### config.mk
export PLATFORM = sky130hd
export DESIGN_NAME = cps_protect_ctrl
export DESIGN_NICKNAME = d
export VERILOG_FILES = /design/src/rtl/cps_pkg.sv /design/src/rtl/cps_qual_if.sv /design/src/rtl/cps_sync.sv /design/src/rtl/cps_qual_timer.sv /design/src/rtl/cps_protect_ctrl.sv
export SDC_FILE = /design/constraint.sdc
export NUM_CORES = 1
export LEC_CHECK = 0
export ABC_AREA = 0
export BUFFER_PORTS_ARGS = -buffer_cell sky130_fd_sc_hd__buf_2
export CAP_MARGIN = 20
export CORE_MARGIN = 10
export CORE_UTILIZATION = 60
export CTS_CLUSTER_SIZE = 10
export DETAILED_ROUTE_END_ITERATION = 8
export GPL_TIMING_DRIVEN = 0
export PLACE_DENSITY = 0.77
export SLEW_MARGIN = 0
export SYNTH_ARGS = -nofsm -noshare
export SYNTH_HDL_FRONTEND = slang
export SYNTH_SLANG_ARGS = --single-unit
### constraint.sdc
create_clock -name clock -period 3.2 [get_ports clock]
set_input_delay 0.8 -clock clock [delete_from_list [all_inputs] [get_ports clock]]
set_output_delay 0.8 -clock clock [all_outputs]
set_load 0.01 [all_outputs]
### src/rtl/cps_pkg.sv
// Shared constants and types for the cell protection state control
package cps_pkg;

  // Delay clock
  localparam longint unsigned CLK_HZ = 64'd50000000;

  // Qualification delays, typical figures in their own units
  localparam longint unsigned OVERCHARGE_DELAY_MS = 64'd170;
  localparam longint unsigned OVERDISCH_DELAY_MS = 64'd40;
  localparam longint unsigned DSC_OC_DELAY_MS = 64'd10;
  localparam longint unsigned CHG_OC_DELAY_MS = 64'd10;
  localparam longint unsigned SHORT_DELAY_US = 64'd180;

  // Same delays as clock cycles
  localparam longint unsigned OVERCHARGE_DELAY_CYC =
    OVERCHARGE_DELAY_MS * CLK_HZ / 64'd1000;
  localparam longint unsigned OVERDISCH_DELAY_CYC =
    OVERDISCH_DELAY_MS * CLK_HZ / 64'd1000;
  localparam longint unsigned DSC_OC_DELAY_CYC =
    DSC_OC_DELAY_MS * CLK_HZ / 64'd1000;
  localparam longint unsigned CHG_OC_DELAY_CYC =
    CHG_OC_DELAY_MS * CLK_HZ / 64'd1000;
  localparam longint unsigned SHORT_DELAY_CYC =
    SHORT_DELAY_US * CLK_HZ / 64'd1000000;

  // Width of every qualification counter (holds the longest delay)
  localparam int TIMER_W = 24;

  // Positions of the comparator outcomes in the synchroniser vector
  localparam int IN_W = 13;
  localparam int IX_ABOVE_OC = 0;
  localparam int IX_BELOW_OCR = 1;
  localparam int IX_BELOW_OD = 2;
  localparam int IX_AT_ODR = 3;
  localparam int IX_DIODE_RISE = 4;
  localparam int IX_OVERCURRENT = 5;
  localparam int IX_SHORT = 6;
  localparam int IX_CHARGE_OC = 7;
  localparam int IX_PD_LEVEL = 8;
  localparam int IX_CHARGER = 9;
  localparam int IX_AT_CHG_DET = 10;
  localparam int IX_TEMP_HOT = 11;
  localparam int IX_TEMP_COOL = 12;

  // Protection states
  typedef enum logic [6:0] {
    ST_NORMAL = 7'h01,
    ST_OVERCHARGE = 7'h02,
    ST_OVERDISCH = 7'h04,
    ST_POWERDOWN = 7'h08,
    ST_DSC_OC = 7'h10,
    ST_CHG_OC = 7'h20,
    ST_OVERTEMP = 7'h40
  } cps_state_type;

  // Switch enables after reset: normal state
  localparam logic CHARGE_EN_RST = 1'h1;
  localparam logic DISCHARGE_EN_RST = 1'h1;

endpackage : cps_pkg

### src/rtl/cps_qual_if.sv
// Condition and expiry pair between the controller and a qualification timer
`timescale 1ns/1ps
interface cps_qual_if;
  logic cond;
  logic done;
  modport timer (input cond, output done);
  modport ctrl (output cond, input done);
endinterface : cps_qual_if

### src/rtl/cps_sync.sv
// Two-flop synchroniser for a vector of comparator outcomes
`timescale 1ns/1ps
module cps_sync
  import cps_pkg::*;
#(
  parameter int W = 1
)
(
  // Clock and reset
  input wire logic clock,
  input wire logic reset_n,
  input wire logic ce,
  // Data
  input wire logic [W-1:0] din,
  output logic [W-1:0] dout
);

  logic [W-1:0] meta_q;
  logic [W-1:0] sync_q;

  // Only the second stage is looked at from outside
  always_ff @(posedge clock or negedge reset_n)
  begin
    if (!reset_n)
    begin
      meta_q <= '0;
      sync_q <= '0;
    end
    else if (ce)
    begin
      meta_q <= din;
      sync_q <= meta_q;
    end
  end

  assign dout = sync_q;

endmodule : cps_sync

### src/rtl/cps_qual_timer.sv
// Qualification timer: done once its condition has held LIMIT cycles
`timescale 1ns/1ps
module cps_qual_timer
  import cps_pkg::*;
#(
  parameter int unsigned LIMIT = 1,
  parameter int W = TIMER_W
)
(
  // Clock and reset
  input wire logic clock,
  input wire logic reset_n,
  input wire logic ce,
  // Condition and expiry
  cps_qual_if.timer q
);

  logic [W-1:0] cnt_q;
  wire [W-1:0] cnt_d;
  wire at_limit;

  assign at_limit = (cnt_q == W'(LIMIT - 1));
  // Any drop of the condition starts the wait over
  assign cnt_d = !q.cond ? '0 : (at_limit ? cnt_q : cnt_q + 1'b1);
  assign q.done = q.cond && at_limit;

  always_ff @(posedge clock or negedge reset_n)
  begin
    if (!reset_n)
      cnt_q <= '0;
    else if (ce)
      cnt_q <= cnt_d;
  end
endmodule : cps_qual_timer

### src/rtl/cps_protect_ctrl.sv
// Protection state control: qualifies faults and drives the switch enables
`timescale 1ns/1ps
module cps_protect_ctrl
  import cps_pkg::*;
#(
  parameter int unsigned OVERCHARGE_CYC = 32'(OVERCHARGE_DELAY_CYC),
  parameter int unsigned OVERDISCH_CYC = 32'(OVERDISCH_DELAY_CYC),
  parameter int unsigned DSC_OC_CYC = 32'(DSC_OC_DELAY_CYC),
  parameter int unsigned CHG_OC_CYC = 32'(CHG_OC_DELAY_CYC),
  parameter int unsigned SHORT_CYC = 32'(SHORT_DELAY_CYC)
)
(
  // Clock, reset and enable
  input wire logic clock,
  input wire logic reset_n,
  input wire logic ce,
  // Cell voltage comparators
  input wire logic cell_above_overcharge,
  input wire logic cell_below_overcharge_release,
  input wire logic cell_below_overdischarge,
  input wire logic cell_at_overdischarge_release,
  // Load sense pin comparators
  input wire logic sense_diode_rise,
  input wire logic sense_overcurrent,
  input wire logic sense_short,
  input wire logic sense_charge_overcurrent,
  input wire logic sense_powerdown_level,
  input wire logic sense_charger_attached,
  input wire logic sense_at_charger_detect,
  // Die temperature comparators
  input wire logic temp_hot,
  input wire logic temp_cool,
  // Switch gates and status
  output logic charge_en,
  output logic discharge_en,
  output logic sense_pullup_en,
  output logic powerdown,
  output logic [6:0] state_code
);

  ////////////////////////////////////////////////////////////////////////////
  // Input synchronisation

  wire [IN_W-1:0] raw_in;
  wire [IN_W-1:0] sync_in;

  assign raw_in[IX_ABOVE_OC] = cell_above_overcharge;
  assign raw_in[IX_BELOW_OCR] = cell_below_overcharge_release;
  assign raw_in[IX_BELOW_OD] = cell_below_overdischarge;
  assign raw_in[IX_AT_ODR] = cell_at_overdischarge_release;
  assign raw_in[IX_DIODE_RISE] = sense_diode_rise;
  assign raw_in[IX_OVERCURRENT] = sense_overcurrent;
  assign raw_in[IX_SHORT] = sense_short;
  assign raw_in[IX_CHARGE_OC] = sense_charge_overcurrent;
  assign raw_in[IX_PD_LEVEL] = sense_powerdown_level;
  assign raw_in[IX_CHARGER] = sense_charger_attached;
  assign raw_in[IX_AT_CHG_DET] = sense_at_charger_detect;
  assign raw_in[IX_TEMP_HOT] = temp_hot;
  assign raw_in[IX_TEMP_COOL] = temp_cool;

  // Comparators are asynchronous to the delay clock
  cps_sync #(
    .W(IN_W)
  ) u_sync (
    .clock(clock),
    .reset_n(reset_n),
    .ce(ce),
    .din(raw_in),
    .dout(sync_in)
  );

  wire above_oc_s;
  wire below_ocr_s;
  wire below_od_s;
  wire at_odr_s;
  wire diode_s;
  wire ocur_s;
  wire short_s;
  wire chg_oc_s;
  wire pd_level_s;
  wire charger_s;
  wire at_chg_det_s;
  wire hot_s;
  wire cool_s;

  assign above_oc_s = sync_in[IX_ABOVE_OC];
  assign below_ocr_s = sync_in[IX_BELOW_OCR];
  assign below_od_s = sync_in[IX_BELOW_OD];
  assign at_odr_s = sync_in[IX_AT_ODR];
  assign diode_s = sync_in[IX_DIODE_RISE];
  assign ocur_s = sync_in[IX_OVERCURRENT];
  assign short_s = sync_in[IX_SHORT];
  assign chg_oc_s = sync_in[IX_CHARGE_OC];
  assign pd_level_s = sync_in[IX_PD_LEVEL];
  assign charger_s = sync_in[IX_CHARGER];
  assign at_chg_det_s = sync_in[IX_AT_CHG_DET];
  assign hot_s = sync_in[IX_TEMP_HOT];
  assign cool_s = sync_in[IX_TEMP_COOL];

  ////////////////////////////////////////////////////////////////////////////
  // State decode

  cps_state_type state_q;
  cps_state_type state_d;
  logic load_pend_q;

  wire in_normal;
  wire in_overcharge;
  wire in_overdisch;
  wire in_powerdown;
  wire in_overtemp;

  assign in_normal = (state_q == ST_NORMAL);
  assign in_overcharge = (state_q == ST_OVERCHARGE);
  assign in_overdisch = (state_q == ST_OVERDISCH);
  assign in_powerdown = (state_q == ST_POWERDOWN);
  assign in_overtemp = (state_q == ST_OVERTEMP);

  ////////////////////////////////////////////////////////////////////////////
  // Qualification timers

  cps_qual_if ovc_if ();
  cps_qual_if ovd_if ();
  cps_qual_if doc_if ();
  cps_qual_if coc_if ();
  cps_qual_if shc_if ();

  assign ovc_if.cond = in_normal && above_oc_s;
  assign ovd_if.cond = in_normal && below_od_s;
  // No discharge overcurrent while the cell sits above overcharge
  assign doc_if.cond = in_normal && ocur_s && !above_oc_s;
  assign coc_if.cond = in_normal && chg_oc_s;
  // Short works in the normal and overcharge states, whatever the cell does
  assign shc_if.cond = (in_normal || in_overcharge) && short_s;

  cps_qual_timer #(
    .LIMIT(OVERCHARGE_CYC)
  ) u_ovc_timer (
    .clock(clock),
    .reset_n(reset_n),
    .ce(ce),
    .q(ovc_if.timer)
  );

  cps_qual_timer #(
    .LIMIT(OVERDISCH_CYC)
  ) u_ovd_timer (
    .clock(clock),
    .reset_n(reset_n),
    .ce(ce),
    .q(ovd_if.timer)
  );

  cps_qual_timer #(
    .LIMIT(DSC_OC_CYC)
  ) u_doc_timer (
    .clock(clock),
    .reset_n(reset_n),
    .ce(ce),
    .q(doc_if.timer)
  );

  cps_qual_timer #(
    .LIMIT(CHG_OC_CYC)
  ) u_coc_timer (
    .clock(clock),
    .reset_n(reset_n),
    .ce(ce),
    .q(coc_if.timer)
  );

  cps_qual_timer #(
    .LIMIT(SHORT_CYC)
  ) u_shc_timer (
    .clock(clock),
    .reset_n(reset_n),
    .ce(ce),
    .q(shc_if.timer)
  );

  ////////////////////////////////////////////////////////////////////////////
  // Release conditions

  wire load_now;
  wire load_seen;
  wire ovc_release;
  wire odc_release;
  wire ocur_clear;

  // A load counts only if the sense pin also clears the overcurrent level
  assign load_now = in_overcharge && diode_s && ocur_s;
  assign load_seen = load_pend_q || load_now;
  // A pending load waits for the cell to come down to the threshold
  assign ovc_release = below_ocr_s || (load_seen && !above_oc_s);
  // A high sense pin at charger attach raises the bar to the release level
  assign odc_release = at_chg_det_s ? at_odr_s : !below_od_s;
  assign ocur_clear = !ocur_s && !short_s;

  ////////////////////////////////////////////////////////////////////////////
  // Next state

  always_comb
  begin
    state_d = state_q;
    if (hot_s && !in_overtemp)
      state_d = ST_OVERTEMP;
    else
    begin
      unique case (state_q)
        ST_NORMAL:
        begin
          if (shc_if.done || doc_if.done)
            state_d = ST_DSC_OC;
          else if (coc_if.done)
            state_d = ST_CHG_OC;
          else if (ovd_if.done)
            state_d = ST_OVERDISCH;
          else if (ovc_if.done)
            state_d = ST_OVERCHARGE;
        end
        ST_OVERCHARGE:
        begin
          if (shc_if.done)
            state_d = ST_DSC_OC;
          else if (ovc_release)
            state_d = ST_NORMAL;
        end
        ST_OVERDISCH:
        begin
          if (odc_release)
            state_d = ST_NORMAL;
          else if (pd_level_s)
            state_d = ST_POWERDOWN;
        end
        ST_POWERDOWN:
        begin
          if (charger_s)
            state_d = ST_OVERDISCH;
        end
        ST_DSC_OC:
        begin
          if (ocur_clear)
            state_d = ST_NORMAL;
        end
        ST_CHG_OC:
        begin
          if (!chg_oc_s)
            state_d = ST_NORMAL;
        end
        ST_OVERTEMP:
        begin
          if (cool_s)
            state_d = ST_NORMAL;
        end
        default:
          state_d = ST_NORMAL;
      endcase
    end
  end

  ////////////////////////////////////////////////////////////////////////////
  // Output decode and registers

  wire charge_en_d;
  wire discharge_en_d;
  wire pullup_d;
  wire powerdown_d;
  wire load_pend_d;

  assign charge_en_d = !(state_d == ST_OVERCHARGE || state_d == ST_CHG_OC ||
    state_d == ST_OVERTEMP);
  assign discharge_en_d = !(state_d == ST_OVERDISCH ||
    state_d == ST_POWERDOWN || state_d == ST_DSC_OC ||
    state_d == ST_OVERTEMP);
  assign pullup_d = (state_d == ST_OVERDISCH) ||
    (state_d == ST_POWERDOWN);
  assign powerdown_d = (state_d == ST_POWERDOWN);
  // Pending load is forgotten once overcharge is left
  assign load_pend_d = (state_d == ST_OVERCHARGE) && load_seen;

  always_ff @(posedge clock or negedge reset_n)
  begin
    if (!reset_n)
    begin
      state_q <= ST_NORMAL;
      load_pend_q <= 1'h0;
      charge_en <= CHARGE_EN_RST;
      discharge_en <= DISCHARGE_EN_RST;
      sense_pullup_en <= 1'h0;
      powerdown <= 1'h0;
    end
    else if (ce)
    begin
      state_q <= state_d;
      load_pend_q <= load_pend_d;
      charge_en <= charge_en_d;
      discharge_en <= discharge_en_d;
      sense_pullup_en <= pullup_d;
      powerdown <= powerdown_d;
    end
  end

  assign state_code = state_q;
endmodule : cps_protect_ctrl

# Word level (Yosys, flattened, before mapping)
# Cells that the tools add are included.
[totals]
register_bits = 158
out_inout_bits = 11
[op_classes]
addsub = 5
n_eq_ne = 23
mux = 25
reduce_logical = 38
[op_table]
columns = ["cell", "count"]
rows = [
  ["24-bit 2-to-1 mux", 10],
  ["24-bit by 1-bit adder with 24-bit output, second input constant", 5],
  ["7-bit 2-to-1 mux", 13],
  ["7-bit case mux with 7 select lines", 1],
  ["24-bit by 19-bit equality test with 1-bit output, second input constant", 2],
  ["24-bit by 14-bit equality test with 1-bit output, second input constant", 1],
  ["24-bit by 21-bit equality test with 1-bit output, second input constant", 1],
  ["24-bit equality test, second input constant", 1],
  ["1-bit logical AND", 17],
  ["7-bit by 2-bit equality test with 1-bit output, second input constant", 2],
  ["7-bit by 3-bit equality test with 1-bit output, second input constant", 2],
  ["7-bit by 4-bit equality test with 1-bit output, second input constant", 2],
  ["7-bit by 5-bit equality test with 1-bit output, second input constant", 2],
  ["7-bit by 6-bit equality test with 1-bit output, second input constant", 2],
  ["7-bit equality test, second input constant", 2],
  ["2-bit != test, second input constant", 5],
  ["2-bit AND reduction", 5],
  ["1-bit logical OR", 9],
  ["7-bit by 1-bit equality test with 1-bit output, second input constant", 1],
  ["1-bit logical NOT", 7],
  ["1-bit 2-to-1 mux", 1],
]

# Depth between registers and ports, before layout
# Gate-level depths: netlist of the first run.
[depth]
depth_word = 15
mapped_depth = 9
mapped_depth_nobuf = 8

# By module
# Synthesis of the first run repeated with hierarchy kept, for this count alone.
[unflattened]
cells_unflattened = 1009
hier_area_um2 = 9557.9
[by_module_without_submodules]
columns = ["mod", "instances", "cells_each", "area_per_inst_um2", "seq_area_each_um2"]
rows = [
  ["cps_qual_timer (u_coc_timer ...)", 2, 165, 1443.9, 600.6],
  ["cps_qual_timer (u_ovd_timer)", 1, 162, 1565.3, 600.6],
  ["cps_qual_timer (u_shc_timer)", 1, 171, 1485.2, 600.6],
  ["cps_qual_timer (u_ovc_timer)", 1, 163, 1470.2, 600.6],
  ["cps_protect_ctrl", 1, 128, 1079.8, 304.0],
  ["cps_sync", 1, 55, 1069.8, 650.6],
]

# Worst setup path before layout of the first run
# No wires, ideal clock.
[synth_path]
path_kind = "input -> register"
startpoint = "input ce"
endpoint = "register u_ovc_timer.cnt_q[23]"
t_arrival_ps = 2459
t_required_ps = 3068
slack_ps = 609
cell_stages = 6
cell_sequence = "clkbuf_1 o41ai_4 nor4_1 or3b_1 xor2_1 nor2_1"
[synth_between]
elab_chain_cells = 1
[synth_rtl]
columns = ["item", "line_no", "text"]
rows = [
  ["start, declared", "cps_protect_ctrl.sv:16", "input wire logic ce,"],
  ["2-bit AND reduction (no source line)", "-", ""],
  ["end signal, assigned", "cps_qual_timer.sv:32", "cnt_q <= cnt_d;"],
  ["end, declared", "cps_qual_timer.sv:18", "logic [W-1:0] cnt_q;"],
]
# No other way between the ends.
# A chain may end at the register's enable or synchronous reset.

# Final worst setup path of the first run
[layout_path]
startpoint = "register state_q[0] (netlist: state_code[0])"
endpoint = "register u_ovd_timer.cnt_q[13]"
[layout_between]
elab_chain_cells = 4
[layout_rtl]
columns = ["item", "line_no", "text"]
rows = [
  ["start, declared", "cps_protect_ctrl.sv:103", "cps_state_type state_q;"],
  ["start signal, assigned", "cps_protect_ctrl.sv:294", "state_q <= state_d;"],
  ["7-bit by 1-bit equality test with 1-bit output (*)", "cps_protect_ctrl.sv:113", "assign in_normal = (state_q == ST_NORMAL);"],
  ["1-bit logical AND (*)", "cps_protect_ctrl.sv:129", "assign ovd_if.cond = in_normal && below_od_s;"],
  ["2-bit != test (no source line)", "-", ""],
  ["2-bit AND reduction (no source line)", "-", ""],
  ["end signal, assigned", "cps_qual_timer.sv:32", ""],
  ["end, declared", "cps_qual_timer.sv:18", ""],
]
# Every way passes the cells marked *; elsewhere a longest branch is shown, timed or not.

==> results of run 1 <==
==> cell usage after synthesis, types with 15 or more instances <==
cell,n,area (µm²)
dfrtp_1,155,3880
nor2_1,130,488
xor2_1,71,622
nand2_1,69,259
nand3_1,52,260
o21ai_0,32,160
a21oi_1,27,135
mux2_2,27,304
nand4_1,27,169
and3_1,24,150
nor3_1,23,115
xnor2_1,23,201
clkbuf_1,21,78.8
inv_1,15,56.3
==> stage by stage <==
step	power [W]	std cells	cell area, µm²	hold slack, ps
after floorplan	0.00259	838	8130	461
after global placement	0.00278	1039	8470	477
after global routing	0.00511	1072	9140	362
after CTS	0.00495	1072	9140	336
final	0.00493	1072	9140	315
after detailed placement	0.00280	1040	8510	475
==> power breakdown <==
part | leakage [nW] | total [W] | switching [W] | internal [W]
registers | 2.14 | 0.00216 | 0.0000760 | 0.00208
logic | 1.52 | 0.000624 | 0.000400 | 0.000224
clock network | 0.306 | 0.00215 | 0.000863 | 0.00129
==> final cells by class <==
cell class | count | share of cell area [%]
buffer | 29 | 1.48
clock buffer | 19 | 4.96
clock inverter | 13 | 1.93
inverter | 15 | 0.616
multi-input combinational | 636 | 43.5
sequential | 158 | 43.3
tap | 176 | 2.41
timing repair buffer | 26 | 1.74
==> metal layers <==
| metal | track usage (%) | part of all wire, % | vias to the layer above | wire length [µm] |
|---|---|---|---|---|
| met3 | 3.73 | 3.7 | 25 | 668 |
| met4 | 6.86 | 1.6 | 0 | 288 |
| met5 | 0 | 0 | - | 0 |
| met2 | 33.2 | 48 | 132 | 8740 |
| met1 | 26.7 | 46 | 3170 | 8350 |
| li1 | - | - | 3049 | - |
==> path summary, 6_finish.rpt <==
kind                                           start                                end  slack (ps)  cells after the start
min reg2reg                  load_pend_q$_DFFE_PN0P_            load_pend_q$_DFFE_PN0P_         500                      1
max                        state_code[0]$_DFFE_PN1P_  u_ovd_timer.cnt_q[13]$_DFFE_PN0P_         290                      8
min                                          reset_n  u_doc_timer.cnt_q[22]$_DFFE_PN0P_         320                      1
min in group clock           load_pend_q$_DFFE_PN0P_            load_pend_q$_DFFE_PN0P_         500                      1
max reg2reg                state_code[0]$_DFFE_PN1P_  u_ovd_timer.cnt_q[13]$_DFFE_PN0P_         290                      8
max in group asynchronous                    reset_n  u_ovd_timer.cnt_q[12]$_DFFE_PN0P_        2020                      2
==> cell families after synthesis <==
| logic type | synth area share, % |
|---|---|
| mux | 3.74 |
| simple gates | 26.3 |
| fa+ha+maj | 0.770 |
| compound gates | 8.04 |
| buf+inv | 2.36 |
| flops | 48.7 |
| xor+xnor | 10.1 |
==> sequential cells by signal, summed over array words and instances (netlist names) <==
| name | cells |
|---|---|
| u_coc_timer.cnt_q | 24 |
| u_doc_timer.cnt_q | 24 |
| u_ovc_timer.cnt_q | 24 |
| u_ovd_timer.cnt_q | 24 |
| u_shc_timer.cnt_q | 24 |
| u_sync.dout | 13 |
| u_sync.meta_q | 13 |
| state_code | 7 |
| charge_en | 1 |
| discharge_en | 1 |
| load_pend_q | 1 |
| powerdown | 1 |
| sense_pullup_en | 1 |
==> layout by cell type, fill, tap and decap left out, types with 6 or more instances in the layout <==
master	netlist	layout
or2_2	6	6
or3_1	8	8
mux2_2	27	27
nor3_1	23	23
clkbuf_1	21	21
o21ai_0	32	32
a21oi_1	27	27
and4_1	13	13
inv_6	0	6
o31ai_1	7	7
inv_1	15	15
nor4b_1	7	7
nand3_1	52	52
clkbuf_16	0	17
dfrtp_1	155	155
xnor2_1	23	23
nor2_1	130	130
nand4_1	27	27
nor4_1	14	14
buf_2	3	27
a21o_1	6	6
nand2_1	69	69
and3_1	24	24
xor2_1	71	71
==> worst max-delay path, stage by stage (launching register included) <==
cell and delay, ps:
dfstp_2 530, buf_4 180, nor4b_4 380, nand3_1 320, o41ai_4 710, nor3_2 240, nand3_1 180, xor2_1 170
nor2_1 60
==> flow_summary.toml, run 1 <==
[routing]
routed_via_density = 5.95
ant_nets = 0
dr.pass1.iters = 5
routed_wl_mm = 18.0
vias = 6376
detail_route.wl_per_cell_um = 16.8
first_iter_violations = 562
drcViolationCount = 0

[die]
coreArea_um2 = 13200
dieArea_um2 = 18600
die_y_um = 136
dieWidth_um = 136
io_pins = 27
rows = 42
initial_core_util_pct = 61.4

[synth]
synth_cells = 838
syn_avg_cell_area_um2 = 9.70
syn-cell-area_um2 = 8130
synth_top_flop_cell = "dfrtp_1"
synth_edf_count = 0
synth_cell_types = 62
ys_seq_area_share_pct = 48.7
synth-seq-cells = 158
async_flop_share_pct = 100
synth_nets = 859
yosysWarningCount = 0

[clock_tree]
numClockSinks = 158
cts_root_buffer = "clkbuf_16"
clk_path_buf_depth = 2
ctsHoldBuffers = 0
clock_latency_ps = 430
cts_setup_buffers = 0
cts_tree = "yes"
cts_buffers = 17
ctsResizeCount = 0
path_clk_slew_ps = 60
htreeDepth = 4

[placement]
place_congestion = 0.918
port_buffers = 25
pre_cts_ws_ps = -45.3
dpl.hpwl_mm = 12.4

[timing]
skew_ps = 5.78
hold_violations = 0
worst_pin_slew_ps = 877
setup_viol = 0
drv_slew = 0
finalCritPeriodShare_pct = 90.8
min_period_ps = 2910
rsz0062_at_grt = "false"
setup_tns_ps = 0
layout_setup_ws_ps = 294
slew_headroom_pct = 41.0
fmax_mhz = 344

[global_route]
grt_pass1_vias = 6371
grt_max_degree = 104
grt_pass1_wl_mm = 30.9
grt.overflow.total = 0
antenna_found_initial = 0
grt_usage_pct = 20.3

[worst_setup_path]
crit_arrival_ps = 3210
cp-end-kind = "flop"
startpoint_type = "flop"
worstSetupPathType = "flop to flop"
critical_path_required_ps = 3500
crit_path_max_fanout = 10

[finish]
fillers = 1063
multi_input_area_um2 = 3980
syn_to_final_growth_pct = 12.4
nets = 904
antenna_cells = 0
final-seq-area_um2 = 3960
drive_above_1_share_pct = 13.1
final_util_pct = 69.0

[flow_run]
drv_cap = 0

[run_status]
outcome = "finished, final reports clean"

[worst_hold_path]
hp-class = "primary input to async pin"

[pwr]
leakagePower_nw = 3.96
power_density_nw_per_um2 = 540
ir_worst_vdd_mv = 0.435
(Power assumes the default switching activity.)
==> inputs of run 2 (changes only) <==
CORE_UTILIZATION = 58   (was 60)
PLACE_DENSITY = 0.75   (was 0.77)
==> run 2 against run 1 <==
Effect of this change: sequential share of layout area is essentially flat; cell area hardly changed; critical path depth is the same; register-to-register slack worse by 20 ps; cell count grew 0.37%; worst setup slack got worse by 15 ps; clock skew rose by 2.5 ps; combinational power down 0.8%; clock power about the same; highest routed layer unchanged.
==> flow_summary.toml, run 2 (synthesis results as in run 1) <==
[run_status]
outcome = "finished, final reports clean"

[flow_run]
drv_cap = 0

[finish]
syn_to_final_growth_pct = 12.4
mostFrequentLayoutCell = "dfrtp_1"
final_cell_mix = "dfrtp_1, nor2_1, xor2_1"
antenna_cells = 0
final_util_pct = 66.1
drive_above_1_share_pct = 12.7
nets = 904
finalInstanceArea_um2 = 9140

[pwr]
p_total_w = 0.00492
p_int_w = 0.00365
sequentialPowerShare_pct = 44.0
clkPwrFrac_pct = 43.5
switching_share_pct = 25.8
ir_worst_vdd_mv = 0.451
power_density_nw_per_um2 = 538
leakagePower_nw = 3.95
combinationalPowerShare_pct = 12.6
power_switching_w = 0.00127

[die]
io_pins = 27
rows = 43
coreArea_um2 = 13800
die_y_um = 138
dieArea_um2 = 19100
initial_core_util_pct = 58.8
dieWidth_um = 138

[worst_setup_path]
crit_path_max_fanout = 10
cp-end-kind = "flop"
reg2reg_slack_ps = 280
critical_path_required_ps = 3530
cp-startpoint = "state_code[0]$_DFFE_PN1P_"
startpoint_type = "flop"
crit_arrival_ps = 3250
r2r_start = "state_code[0]$_DFFE_PN1P_"
worstSetupPathType = "flop to flop"

[timing]
skew_ps = 8.26
drv_slew = 0
layout_setup_ws_ps = 278
finalCritPeriodShare_pct = 91.3
hold_violations = 0
rsz0062_at_grt = "false"
fmax_mhz = 342
min_period_ps = 2920
setup_viol = 0
worst_pin_slew_ps = 858
slew_headroom_pct = 42.3
setup_tns_ps = 0

[clock_tree]
htreeDepth = 4
clock_latency_ps = 430
clk_path_buf_depth = 2
cts_setup_buffers = 0
numClockSinks = 158
cts_tree = "yes"
cts_buffers = 17
cts_root_buffer = "clkbuf_16"
path_clk_slew_ps = 60
ctsHoldBuffers = 0
ctsResizeCount = 0

[global_route]
grt_usage_pct = 19.4
antenna_found_initial = 0
grt_max_degree = 88
grt.overflow.total = 0
grt_pass1_wl_mm = 31.6
grt_pass1_vias = 6547

[placement]
place_congestion = 0.889
port_buffers = 25
dpl.hpwl_mm = 12.8
pre_cts_ws_ps = -64.0
dpl-instance-area_um2 = 8510

[routing]
vias = 6486
routed_via_density = 6.03
drcViolationCount = 0
first_iter_violations = 520
detail_route.wl_per_cell_um = 17.3
routed_wl_mm = 18.6
ant_nets = 0
dr.pass1.iters = 5

[worst_hold_path]
hp-class = "primary input to async pin"
==> run 2: worst max-delay path, stage by stage, from the launching register on <==
cell,delay (ps)
dfstp_2,560
buf_4,180
nor4b_4,390
nand3_1,320
nor4_2,580
nor4_2,160
a211oi_2,270
nor3_1,80
o32ai_1,300
==> run 2: path summary, 6_finish.rpt <==
kind                                                      to  cells past startpoint
max in group asynchronous              charge_en$_DFFE_PN1P_                      2
max                                 discharge_en$_DFFE_PN1P_                      8
min reg2reg                            charge_en$_DFFE_PN1P_                      2
min in group clock                     charge_en$_DFFE_PN1P_                      2
min                        u_coc_timer.cnt_q[15]$_DFFE_PN0P_                      1
max reg2reg                         discharge_en$_DFFE_PN1P_                      8
==> run 2: power by group through the flow <==
| stage | Sequential [W] | Clock (W) | Combinational (W) |
|---|---|---|---|
| global route | 0.00217 | 0.00225 | 0.000689 |
| detailed placement | 0.00220 | 0 | 0.000614 |
| global placement | 0.00219 | 0 | 0.000593 |
| finish | 0.00216 | 0.00214 | 0.000619 |
| CTS | 0.00216 | 0.00217 | 0.000619 |
| floorplan | 0.00218 | 0 | 0.000413 |
==> run 2: final cells by class <==
type / instances / area (µm²)
buffer: 29 / 135
inverter: 15 / 56.3
fill: 1081 / 4690
multi-input combinational: 636 / 3980
timing repair buffer: 26 / 159
clock inverter: 10 / 161
sequential: 158 / 3960
clock buffer: 22 / 464
tap: 180 / 225
==> run 2: per-layer routing <==
metal,GRT usage [%],vias to the layer above,routed length (µm)
met4,6.22,0,302
met5,0,-,0
met2,32.3,198,9210
li1,-,3038,-
met1,24.7,3221,8150
met3,3.97,29,915
==> run 2: stage by stage <==
| step | cells | hold slack [ps] |
|---|---|---|
| final | 1076 | 366 |
| after global routing | 1076 | 426 |
| after CTS | 1076 | 395 |
| after detailed placement | 1044 | 471 |
| after global placement | 1043 | 476 |
| after floorplan | 838 | 461 |
==> inputs of run 3 (changes only) <==
CORE_ASPECT_RATIO = 1.5   (was unset)
CTS_CLUSTER_DIAMETER = 100   (was unset)
PLACE_DENSITY = 0.83   (was 0.75)
==> run 3 against run 2 <==
Effect of this change: utilization grew 0.53 points; hold slack improved by 65 ps; critical path depth stayed put; non-clock buffer count did not move; sequential cell count unchanged; sequential power about the same; global-route usage increased by 0.11 points; clock skew rose by 3.3 ps; critical path type unchanged; highest routed layer unchanged.
==> flow_summary.toml, run 3 (synthesis results as in run 1) <==
[finish]
drive_above_1_share_pct = 12.6
final-seq-area_um2 = 3960
mostFrequentLayoutCell = "dfrtp_1"
final_cell_mix = "dfrtp_1, nor2_1, xor2_1"
nets = 904
multi_input_area_um2 = 3980
final_cells = 1058
syn_to_final_growth_pct = 11.5
antenna_cells = 0
finalInstanceArea_um2 = 9060
fillers = 1048

[worst_setup_path]
crit_chain = "buf_4 > nor4b_4 > nand3_1 > nor4_2 > nor4_2 > a211oi_2 > nor3_1 > o32ai_1"
crit_arrival_ps = 3340
r2r_start = "state_code[0]$_DFFE_PN1P_"
worstSetupPathType = "flop to flop"
cp-startpoint = "state_code[0]$_DFFE_PN1P_"
r2r-end = "discharge_en$_DFFE_PN1P_"
crit_path_max_fanout = 10
cp-end-kind = "flop"
reg2reg_slack_ps = 160
max_stage_delay_ps = 650
r2r_cells = 8
crit_top_cell = "nor4_2"
setup.worst_path.end = "discharge_en$_DFFE_PN1P_"
startpoint_type = "flop"
critical_path_required_ps = 3510
slowest_stage = "nor4_2"

[timing]
rsz0062_at_grt = "false"
finalCritPeriodShare_pct = 94.9
skew_ps = 11.6
worst_pin_slew_ps = 829
drv_slew = 0
hold_violations = 0
slew_headroom_pct = 44.8
min_period_ps = 3040
setup_viol = 0
fmax_mhz = 329

[clock_tree]
ctsResizeCount = 0
cts_root_buffer = "clkbuf_16"
numClockSinks = 158
clock_latency_ps = 420
cts_buffers = 17
ctsHoldBuffers = 0
htreeDepth = 4
cts_tree = "yes"
cts_setup_buffers = 0
clk_path_buf_depth = 2
path_clk_slew_ps = 60

[routing]
detail_route.wl_per_cell_um = 16.8
ant_nets = 0
top_layer = "met4"
drcViolationCount = 0
routed_wl_mm = 17.7
routed_via_density = 6.08
wl_met3_um = 836
first_iter_violations = 446
wl_met2_mm = 8.99
wl_met1_mm = 7.35
dr.pass1.iters = 5
vias = 6435

[pwr]
ir_worst_vdd_mv = 0.381
leakagePower_nw = 3.92
power_density_nw_per_um2 = 523

[placement]
dpl.hpwl_mm = 12.1
dp.cells = 1026
place_congestion = 0.938
dpl-instance-area_um2 = 8490
port_buffers = 25

[flow_run]
drv_cap = 0

[die]
dieArea_um2 = 19200
dieWidth_um = 117
initial_core_util_pct = 59.8
die_y_um = 165
rows = 52
io_pins = 27
coreArea_um2 = 13600

[global_route]
grt_pass1_vias = 6574
grt.overflow.total = 0
antenna_found_initial = 0
grt_max_degree = 89
grt_usage_pct = 19.5
grt_pass1_wl_mm = 30.8

[run_status]
outcome = "finished, final reports clean"

[worst_hold_path]
hp-class = "primary input to async pin"
## run 3: changes by cell type in the layout (fill, tap and decap cells not counted), sizes merged
cell / previous run / this run
bufinv: 4 / 2
clkinv: 3 / 5
## run 3: cell type report
cell class	count	area share, %
Multi-Input combinational cell	636	43.9
Sequential cell	158	43.7
Clock buffer	22	5.01
Tap cell	162	2.24
Timing Repair Buffer	26	1.75
Buffer	29	1.49
Clock inverter	10	1.27
Inverter	15	0.622
## run 3: how the worst min path moves through the flow
stage | end | slack (ps) | depth (start not counted)
detailed placement | charge_en$_DFFE_PN1P_ | 470 | 2
finish | u_doc_timer.cnt_q[10]$_DFFE_PN0P_ | 430 | 1
floorplan | load_pend_q$_DFFE_PN0P_ | 460 | 1
global route | u_doc_timer.cnt_q[10]$_DFFE_PN0P_ | 500 | 1
global placement | load_pend_q$_DFFE_PN0P_ | 480 | 1
CTS | charge_en$_DFFE_PN1P_ | 480 | 2
## run 3: routing by layer
layer	track usage [%]	vias up
met2	33.2	181
met4	7.67	0
li1	-	3038
met5	0	-
met3	3.59	50
met1	23.8	3166
## run 3: through the flow
step / hold slack, ps / setup slack (ps) / util, % / total power, W / setup TNS (ps)
6_report: 431 / 164 / 66.6 / 0.00474 / 0
2_1_floorplan: 461 / 609 / - / 0.00259 / 0
4_1_cts: 483 / 219 / 66.6 / 0.00476 / 0
3_3_place_gp: 476 / -1010 / 62.2 / 0.00279 / -155120
5_1_grt: 499 / 34.4 / 66.6 / 0.00492 / 0
3_5_place_dp: 466 / -3.15 / 62.4 / 0.00280 / -3.15
## run 3: power breakdown
group	total [W]	internal (W)	switching [W]	leakage [nW]
Combinational	0.000622	0.000224	0.000398	1.52
Sequential	0.00216	0.00208	0.0000744	2.14
Clock	0.00196	0.00117	0.000793	0.270
Total	0.00474	0.00348	0.00127	3.92
## run 3: worst max-delay path, delay by kind of cell, from the launching register on
kind                   cells  cell delay (ps)
flip-flops                 1              550
AND/OR/NAND/NOR            5             1600
buffers and inverters      1              190
AO/OA/AOI/OAI              2              590
